--- src/include/msc_consts.svh ---
// Constants for the MAC statistics counter block: offsets, indices, widths and limits.
`ifndef MSC_CONSTS_SVH
`define MSC_CONSTS_SVH

// ==========================================================================
// Widths
// ==========================================================================
`define MSC_DATA_W          32
`define MSC_ADDR_W          8
`define MSC_OCTET_W         16
`define MSC_TRY_W           5
`define MSC_MAC_W           48
`define MSC_GROUP_DEPTH     4
`define MSC_NUM_CNT         14

// ==========================================================================
// Counter indices (byte offset is index times four)
// ==========================================================================
`define MSC_CNT_SINGLE_COLL 0
`define MSC_CNT_MULTI_COLL  1
`define MSC_CNT_RX_GOOD     2
`define MSC_CNT_RX_CRC      3
`define MSC_CNT_RX_ALIGN    4
`define MSC_CNT_TX_OCTETS   5
`define MSC_CNT_DEFERRED    6
`define MSC_CNT_LATE_COLL   7
`define MSC_CNT_XS_COLL     8
`define MSC_CNT_TX_LOSS     9
`define MSC_CNT_RX_LOSS     10
`define MSC_CNT_CARRIER     11
`define MSC_CNT_RX_OCTETS   12
`define MSC_CNT_TX_GROUP    13

// ==========================================================================
// Control register offsets and fields
// ==========================================================================
`define MSC_OFS_CTRL        8'h40
`define MSC_OFS_STA_LO      8'h44
`define MSC_OFS_STA_HI      8'h48
`define MSC_OFS_GROUP_BASE  8'h80
`define MSC_CTRL_ACCEPT_ALL 0
`define MSC_CTRL_GROUP_EN   1
`define MSC_GROUP_VALID_BIT 16
`define MSC_CTRL_RESET      2'h2
`define MSC_STA_RESET       48'h0000_0000_0000

// ==========================================================================
// Transmit limits
// ==========================================================================
`define MSC_TX_TRY_CEILING  5'h10
`define MSC_TRY_ONE         5'h01
`define MSC_TRY_TWO         5'h02

`endif

--- src/include/msc_pkg.sv ---
// Types shared by the MAC statistics counter block and its users.
`include "msc_consts.svh"

package msc_pkg;

    // ======================================================================
    // Final frame status codes
    // ======================================================================
    typedef enum logic [1:0] {
        MSC_TX_SUCCESS,
        MSC_TX_XS_ABORT,
        MSC_TX_INT_ERROR,
        MSC_TX_OTHER
    } msc_tx_status_t;

    typedef enum logic [2:0] {
        MSC_RX_SUCCESS,
        MSC_RX_CRC_FAIL,
        MSC_RX_MISALIGNED,
        MSC_RX_TOO_LONG,
        MSC_RX_INT_ERROR,
        MSC_RX_OTHER
    } msc_rx_status_t;

    // ======================================================================
    // Event and bus carriers
    // ======================================================================
    typedef struct packed {
        logic                      valid;
        msc_tx_status_t            status;
        logic [`MSC_TRY_W-1:0]     attempts;
        logic [`MSC_TRY_W-1:0]     late_hit_tally;
        logic                      carrier_loss_flag;
        logic                      deferred;
        logic                      group_dest;
        logic [`MSC_OCTET_W-1:0]   octets;
    } msc_tx_evt_t;

    typedef struct packed {
        logic                      valid;
        msc_rx_status_t            status;
        logic [`MSC_OCTET_W-1:0]   octets;
    } msc_rx_evt_t;

    typedef struct packed {
        logic                      wr;
        logic                      rd;
        logic [`MSC_ADDR_W-1:0]    addr;
        logic [`MSC_DATA_W-1:0]    wdata;
    } msc_bus_req_t;

    typedef struct packed {
        logic                      valid;
        logic [`MSC_MAC_W-1:0]     dest;
    } msc_filt_req_t;

endpackage

--- src/hdl/msc_stats.sv ---
// MAC statistics counters, accept-all switch and group address list with filter.
//
// Behaviour
// - Count success with exactly two attempts.
// - Count success with attempts above two, within ceiling.
// - Count good receive only on success status.
// - Count CRC-fail receive status as FCS error.
// - Count misaligned receive status as alignment error.
// - No alignment counting with 8-bit group encoding.
// - Add transmitted octets on transmit success.
// - Count first-attempt deferrals without any collision.
// - Count late collision when late tally nonzero.
// - Count aborts at the attempt ceiling.
// - Internal transmit error bumps only its counter.
// - Internal receive error bumps only its counter.
// - Count carrier loss at collision-free transmit end.
// - Add received octets on receive success only.
// - Accept-all setting passes every frame; readable.
// - Accept-all frames still update normal counters.
// - Clearing accept-all restores normal address filtering.
// - Management reads back the group address list.
// - Collision-type counters meaningless in full duplex.
// - Counters are read-only; never cleared by software.
// - Octet counters take one event per cycle.
// - Count successful group, non-broadcast transmits; the code counts every success with group_dest set and has no broadcast check.
//
// Our own choices: the plain strobed port and the placing of the registers.
`timescale 1ns/1ns
`default_nettype none
`include "msc_consts.svh"

module msc_stats
(
    // Clock and reset.
    input  wire logic                     sys_clk,
    input  wire logic                     rst_n,
    // Register port.
    input  wire msc_pkg::msc_bus_req_t    bus_req,
    output var  logic [`MSC_DATA_W-1:0]   bus_rdata,
    // Frame status events from the MAC.
    input  wire msc_pkg::msc_tx_evt_t     tx_evt,
    input  wire msc_pkg::msc_rx_evt_t     rx_evt,
    // PHY encoding option.
    input  wire logic                     group_8b_code,
    // Address filter request and answer.
    input  wire msc_pkg::msc_filt_req_t   filt_req,
    output var  logic                     filt_done,
    output var  logic                     filt_accept
);
    import msc_pkg::*;

    // ======================================================================
    // Storage
    // ======================================================================
    logic [`MSC_DATA_W-1:0]   cnt      [`MSC_NUM_CNT];
    logic [`MSC_DATA_W-1:0]   next_inc [`MSC_NUM_CNT];
    logic [`MSC_MAC_W-1:0]    group_addr  [`MSC_GROUP_DEPTH];
    logic                     group_valid [`MSC_GROUP_DEPTH];
    logic [`MSC_MAC_W-1:0]    station_addr;
    logic                     accept_all_setting;
    logic                     group_en;

    // Decode of a counter slot from a byte address.
    function automatic logic cnt_hit(input logic [`MSC_ADDR_W-1:0] a, input int idx);
        cnt_hit = (a == `MSC_ADDR_W'(idx * 4));
    endfunction

    // Decode of a group list slot: each entry takes two words.
    function automatic logic grp_hit(input logic [`MSC_ADDR_W-1:0] a, input int idx, input logic hi);
        grp_hit = (a == `MSC_ADDR_W'(`MSC_OFS_GROUP_BASE + idx * 8 + (hi ? 4 : 0)));
    endfunction

    // ======================================================================
    // Transmit event qualification
    // ======================================================================
    logic tx_ok;
    logic tx_valid_frame;
    logic tx_no_coll;
    logic rx_ok;

    // An internal error excludes the frame from every other transmit counter.
    assign tx_valid_frame = tx_evt.valid && (tx_evt.status != MSC_TX_INT_ERROR);
    assign tx_ok          = tx_evt.valid && (tx_evt.status == MSC_TX_SUCCESS);
    assign tx_no_coll     = (tx_evt.attempts == `MSC_TRY_ONE);
    assign rx_ok          = rx_evt.valid && (rx_evt.status == MSC_RX_SUCCESS);

    // ======================================================================
    // Increment amounts, one per counter per cycle
    // ======================================================================
    // Every event is taken in the cycle it is presented, so any burst of
    // frames at full line rate is absorbed without a queue. Collision-type
    // counters are fed regardless of duplex; their values carry no meaning
    // in full duplex since the MAC never reports collisions there.
    always_comb
    begin
        for (int i = 0; i < `MSC_NUM_CNT; i++)
        begin
            next_inc[i] = '0;
        end
        if (tx_ok && tx_evt.attempts == `MSC_TRY_TWO)
        begin
            next_inc[`MSC_CNT_SINGLE_COLL] = 32'h0000_0001;
        end
        if (tx_ok && tx_evt.attempts > `MSC_TRY_TWO && tx_evt.attempts <= `MSC_TX_TRY_CEILING)
        begin
            next_inc[`MSC_CNT_MULTI_COLL] = 32'h0000_0001;
        end
        if (tx_ok)
        begin
            next_inc[`MSC_CNT_TX_OCTETS] = `MSC_DATA_W'(tx_evt.octets);
        end
        if (tx_ok && tx_evt.group_dest)
        begin
            next_inc[`MSC_CNT_TX_GROUP] = 32'h0000_0001;
        end
        if (tx_valid_frame && tx_evt.deferred && tx_no_coll)
        begin
            next_inc[`MSC_CNT_DEFERRED] = 32'h0000_0001;
        end
        if (tx_valid_frame && tx_evt.late_hit_tally != '0)
        begin
            next_inc[`MSC_CNT_LATE_COLL] = 32'h0000_0001;
        end
        if (tx_valid_frame && tx_evt.status == MSC_TX_XS_ABORT
            && tx_evt.attempts == `MSC_TX_TRY_CEILING)
        begin
            next_inc[`MSC_CNT_XS_COLL] = 32'h0000_0001;
        end
        if (tx_evt.valid && tx_evt.status == MSC_TX_INT_ERROR)
        begin
            next_inc[`MSC_CNT_TX_LOSS] = 32'h0000_0001;
        end
        if (tx_valid_frame && tx_evt.carrier_loss_flag && tx_no_coll)
        begin
            next_inc[`MSC_CNT_CARRIER] = 32'h0000_0001;
        end
        // Receive counting does not look at the filter: frames passed only
        // by accept-all are counted the same as any other.
        if (rx_ok)
        begin
            next_inc[`MSC_CNT_RX_GOOD]   = 32'h0000_0001;
            next_inc[`MSC_CNT_RX_OCTETS] = `MSC_DATA_W'(rx_evt.octets);
        end
        // Coding errors above 10 Mb/s arrive already folded into CRC fail.
        if (rx_evt.valid && rx_evt.status == MSC_RX_CRC_FAIL)
        begin
            next_inc[`MSC_CNT_RX_CRC] = 32'h0000_0001;
        end
        if (rx_evt.valid && rx_evt.status == MSC_RX_MISALIGNED && !group_8b_code)
        begin
            next_inc[`MSC_CNT_RX_ALIGN] = 32'h0000_0001;
        end
        if (rx_evt.valid && rx_evt.status == MSC_RX_INT_ERROR)
        begin
            next_inc[`MSC_CNT_RX_LOSS] = 32'h0000_0001;
        end
    end

    // ======================================================================
    // Counters
    // ======================================================================
    // Only the power-on reset zeroes them; the register port has no path
    // into them, so software can never clear a count. Overflow wraps.
    generate
        for (genvar g = 0; g < `MSC_NUM_CNT; g++)
        begin : g_cnt
            always_ff @(posedge sys_clk)
            begin
                if (!rst_n)
                begin
                    cnt[g] <= '0;
                end
                else
                begin
                    cnt[g] <= cnt[g] + next_inc[g];
                end
            end
        end
    endgenerate

    // ======================================================================
    // Control registers
    // ======================================================================
    // Accept-all and group enable share one word; writes take effect on the
    // next filter request.
    always_ff @(posedge sys_clk)
    begin
        if (!rst_n)
        begin
            {group_en, accept_all_setting} <= `MSC_CTRL_RESET;
        end
        else if (bus_req.wr && bus_req.addr == `MSC_OFS_CTRL)
        begin
            accept_all_setting <= bus_req.wdata[`MSC_CTRL_ACCEPT_ALL];
            group_en           <= bus_req.wdata[`MSC_CTRL_GROUP_EN];
        end
    end

    // Station address, split over two words.
    always_ff @(posedge sys_clk)
    begin
        if (!rst_n)
        begin
            station_addr <= `MSC_STA_RESET;
        end
        else if (bus_req.wr && bus_req.addr == `MSC_OFS_STA_LO)
        begin
            station_addr[31:0] <= bus_req.wdata;
        end
        else if (bus_req.wr && bus_req.addr == `MSC_OFS_STA_HI)
        begin
            station_addr[47:32] <= bus_req.wdata[15:0];
        end
    end

    // Group address list: low word, then high half-word with a valid bit.
    generate
        for (genvar e = 0; e < `MSC_GROUP_DEPTH; e++)
        begin : g_grp
            always_ff @(posedge sys_clk)
            begin
                if (!rst_n)
                begin
                    group_addr[e]  <= '0;
                    group_valid[e] <= 1'b0;
                end
                else if (bus_req.wr && grp_hit(bus_req.addr, e, 1'b0))
                begin
                    group_addr[e][31:0] <= bus_req.wdata;
                end
                else if (bus_req.wr && grp_hit(bus_req.addr, e, 1'b1))
                begin
                    group_addr[e][47:32] <= bus_req.wdata[15:0];
                    group_valid[e]       <= bus_req.wdata[`MSC_GROUP_VALID_BIT];
                end
            end
        end
    endgenerate

    // ======================================================================
    // Read mux
    // ======================================================================
    logic [`MSC_DATA_W-1:0] next_rdata;

    // Unmapped addresses read as zero; the list is read back as written.
    always_comb
    begin
        next_rdata = '0;
        for (int i = 0; i < `MSC_NUM_CNT; i++)
        begin
            if (cnt_hit(bus_req.addr, i))
            begin
                next_rdata = cnt[i];
            end
        end
        for (int i = 0; i < `MSC_GROUP_DEPTH; i++)
        begin
            if (grp_hit(bus_req.addr, i, 1'b0))
            begin
                next_rdata = group_addr[i][31:0];
            end
            if (grp_hit(bus_req.addr, i, 1'b1))
            begin
                next_rdata = {15'h0000, group_valid[i], group_addr[i][47:32]};
            end
        end
        if (bus_req.addr == `MSC_OFS_CTRL)
        begin
            next_rdata = {30'h0000_0000, group_en, accept_all_setting};
        end
        if (bus_req.addr == `MSC_OFS_STA_LO)
        begin
            next_rdata = station_addr[31:0];
        end
        if (bus_req.addr == `MSC_OFS_STA_HI)
        begin
            next_rdata = {16'h0000, station_addr[47:32]};
        end
    end

    // Read data stands for the single cycle after the strobe.
    always_ff @(posedge sys_clk)
    begin
        if (!rst_n)
        begin
            bus_rdata <= '0;
        end
        else
        begin
            bus_rdata <= bus_req.rd ? next_rdata : '0;
        end
    end

    // ======================================================================
    // Address filter
    // ======================================================================
    logic group_match;
    logic next_accept;

    // A group address matches only an enabled list entry.
    always_comb
    begin
        group_match = 1'b0;
        for (int i = 0; i < `MSC_GROUP_DEPTH; i++)
        begin
            if (group_valid[i] && group_addr[i] == filt_req.dest)
            begin
                group_match = 1'b1;
            end
        end
    end

    // Bit 0 of the first octet marks a group address; all ones is broadcast.
    assign next_accept = accept_all_setting
                         || filt_req.dest == station_addr
                         || &filt_req.dest
                         || (filt_req.dest[40] && group_en && group_match);

    // One-cycle answer to each request; accept is held until the next one.
    always_ff @(posedge sys_clk)
    begin
        if (!rst_n)
        begin
            filt_done   <= 1'b0;
            filt_accept <= 1'b0;
        end
        else
        begin
            filt_done <= filt_req.valid;
            if (filt_req.valid)
            begin
                filt_accept <= next_accept;
            end
        end
    end
endmodule

`default_nettype wire

--- config.mk ---
export PLATFORM = sky130hd
export DESIGN_NAME = msc_stats
export DESIGN_NICKNAME = d
export VERILOG_FILES = /design/src/include/msc_pkg.sv /design/src/hdl/msc_stats.sv
export VERILOG_INCLUDE_DIRS = /design/src /design/src/include
export SDC_FILE = /design/constraint.sdc
export NUM_CORES = 2
export LEC_CHECK = 0
export BUFFER_PORTS_ARGS = -buffer_cell sky130_fd_sc_hd__buf_2
export CORE_MARGIN = 1.5
export CORE_UTILIZATION = 23
export CTS_BUF_LIST = sky130_fd_sc_hd__clkbuf_4 sky130_fd_sc_hd__clkbuf_8 sky130_fd_sc_hd__clkbuf_16
export DETAILED_ROUTE_END_ITERATION = 7
export PLACE_DENSITY_LB_ADDON = 0.1
export SLEW_MARGIN = 10
export SYNTH_ARGS = -nofsm -noshare
export SYNTH_HDL_FRONTEND = slang
export SYNTH_SLANG_ARGS = --single-unit
--- constraint.sdc ---
create_clock -name sys_clk -period 10.7 [get_ports sys_clk]
set_input_delay 1.07 -clock sys_clk [delete_from_list [all_inputs] [get_ports sys_clk]]
set_output_delay 1.07 -clock sys_clk [all_outputs]
set_load 0.01 [all_outputs]
==> flow_metrics.py <==
metrics = {
    "sta": {
        "hold_violations": 0,
        "fin_skew_ns": 0.04251,
        "slew_headroom_pct": 17.52,
        "finalMaxSlewViolations": 0,
        "max_freq_mhz": 220.1,
        "fin_ws_ns": 6.156,
        "fin_crit_sh_pct": 42.47,
        "rsz0062_at_grt": "no",
        "finalSetupTns_ns": 0,
        "whs_ns": 0.4857,
        "fin_crit_ns": 4.544,
        "worstMarginPinSlew_ns": 1.233,
        "setup_violations": 0,
    },
    "setup_path": {
        "worst_setup_path_start_kind": "input port",
        "cp-end-kind": "flop",
        "regToRegStartpoint": "cnt[1][128]",
        "setup.worst_path.class": "input port to flop",
        "crit_path_start": "bus_req[37]",
        "cp.required_ns": 11.28,
        "reg2reg_slack_ns": 7.32,
        "arrival_ns": 5.12,
        "critPathMaxFanout": 18,
    },
    "place": {
        "placed_cell_area_um2": 41120,
        "routabilityCongestion": 0.8598,
        "place_inst": 6380,
        "dp_hpwl_mm": 140.9,
        "port_buffers": 179,
        "dp_slack_ns": 5.520,
    },
    "pwr": {
        "net-switching-power_mw": 1.681,
        "p_clk_share_pct": 49.2,
        "vdd_ir_drop_max_mv": 0.1103,
        "internal_power_mw": 4.840,
        "p_comb_share_pct": 5.9,
        "p_total_mw": 6.521,
        "powerDensity_nw_per_um2": 147.7,
        "p_leak_nw": 15.20,
        "seq_power_share_pct": 44.8,
        "swShare_pct": 25.78,
    },
    "yosys": {
        "syn_nets": 4425,
        "ys_top_cells_by_area": "dfxtp_1 28%, edfxtp_1 15%, xor2_1 7.3%",
        "synth-edff-count": 195,
        "yosys.cell_count.top_type": "dfxtp_1",
        "yosysTopAreaCellShare_pct": 28.12,
        "synth_commonest_cells": "533 x dfxtp_1, 481 x nor2_1, 363 x nand2_1",
        "yosysWarnings": 0,
        "synth_seq_area_share_pct": 43.56,
        "synthCells": 4221,
        "synth_top_cell_by_area": "dfxtp_1",
        "yosys.cell_types.count": 82,
        "syn_avg_cell_area_um2": 8.988,
        "synth-seq-cells": 728,
        "synth-async-reset-ratio_pct": 0,
        "syn_area_um2": 37940,
        "ys.flop_type": "dfxtp_1",
    },
    "route": {
        "vias_per_cell": 5.017,
        "ant_nets": 0,
        "drt_wl_total_mm": 187.3,
        "drt_drc_violations_left": 0,
        "vias": 32870,
        "dr.pass1.iters": 8,
        "drtIter0Drc": 2804,
        "wire_per_inst_um": 28.59,
    },
    "cts": {
        "cts_hold_buf": 0,
        "cts_tree": "built",
        "clockRootBuffer": "clkbuf_16",
        "cts_setup_buffers": 0,
        "ctsResizeCount": 0,
        "clk_pin_slew_ns": 0.06,
        "ctsLongestPathBuffers": 3,
        "cts_buffers": 94,
        "clk_latency_ns": 0.73,
        "htreeDepth": 3,
        "cts.sinks": 728,
    },
    "global_routing": {
        "grt_usage_pct": 21.88,
        "grt_max_degree": 141,
        "grt_pass1_vias": 31960,
        "grt_pass1_wl_mm": 260.3,
        "antenna_found_initial": 17,
        "gr-total-overflow": 0,
    },
    "die": {
        "pin_count": 180,
        "die_w_um": 409.1,
        "fp.coreArea_um2": 163300,
        "die-area_um2": 167400,
        "initial_utilization_pct": 23.23,
        "die_y_um": 409.1,
        "row_count": 148,
    },
    "finish": {
        "nFillCells": 17590,
        "final_layout_size_suffix_gt1_share_pct": 11.09,
        "nNetsFinal": 4505,
        "utilization_pct": 27.04,
        "fin_cells": 6551,
        "areaGrowthSynthToFinish_pct": 16.39,
        "postLayoutCellArea_um2": 44160,
    },
    "worst_hold_path": {
        "hp-start": "station_addr[11]",
        "worstHoldPathType": "flop to flop",
    },
    "flow_run": {
        "cap_violations": 0,
    },
    "status": {
        "status": "finished clean",
    },
}
==> layout by cell type, fill, tap and decap left out, types with 25 or more instances in the layout <==
master,instances
a21oi_1,174
a221oi_1,35
a222oi_1,49
a22oi_1,95
and2_1,293
and3_1,77
and4_1,27
buf_2,178
buf_4,56
clkbuf_16,96
clkbuf_4,32
dfxtp_1,533
edfxtp_1,195
ha_1,56
inv_1,55
nand2_1,360
nand3_1,187
nand4_1,119
nor2_1,466
nor3_1,70
nor4_1,44
o21ai_0,135
o22ai_1,25
or3_1,60
xnor2_1,256
xor2_1,315
==> state kept, by name, indices dropped and copies added, names as in the netlist <==
name	flops
cnt	448
group_addr	192
station_addr	48
bus_rdata	32
group_valid	4
accept_all_setting	1
filt_accept	1
filt_done	1
group_en	1
==> path summary, 6_finish.rpt <==
kind | cells past startpoint | endpoint
max reg2reg | 11 | cnt[1][158]
min reg2reg | 2 | station_addr[11]
max | 9 | bus_rdata[7]
min | 2 | station_addr[11]
==> per-layer routing <==
layer	up-vias	wire [um]	global-route usage, %
li1	15170	-	-
met1	16450	82300	28.90
met2	986	89350	36.76
met3	252	9128	2.428
met4	6	6479	7.618
met5	-	37	0
==> area by class of cell <==
class                   instances  area, um2  share of cell area (%)
diodes                          3      7.507                 0.01700
well taps                    2175       2721                   6.163
repair buffers                235       1331                   3.015
clock buffers                 141       2821                   6.389
flip-flops and latches        728      16530                   37.42
multi-input cells            3186      20320                   46.03
inverters                      56      217.7                  0.4930
clock inverters                27      209.0                  0.4732
==> power by group through the flow <==
| stage | Sequential [mW] | Clock, mW | Combinational, mW |
|---|---|---|---|
| 6_report | 2.92 | 3.21 | 0.386 |
| 5_1_grt | 2.93 | 3.39 | 0.402 |
| 4_1_cts | 2.92 | 3.29 | 0.388 |
| 3_5_place_dp | 2.98 | 0 | 0.386 |
| 3_3_place_gp | 2.98 | 0 | 0.389 |
| 2_1_floorplan | 2.96 | 0 | 0.189 |
==> logic make-up after synthesis <==
kind of cell,after synthesis,share of synthesized area (%)
AO/OA/AOI/OAI,697,12.43
XOR/XNOR,571,13.18
adder cells (fa/ha/maj),58,1.952
buffers and inverters,307,3.245
flip-flops,728,43.56
multiplexers,32,0.9993
AND/OR/NAND/NOR,1828,24.63
==> worst max-delay path, stage by stage <==
cell      delay, ns
buf_2          0.33
nor4bb_1       1.04
nand2_1        0.94
o21ai_0        0.69
nor3_1         0.08
o21ai_0        0.20
a31oi_1        0.29
o221ai_1       0.29
o21ai_0        0.17
Power figures use the tool's default switching activity.
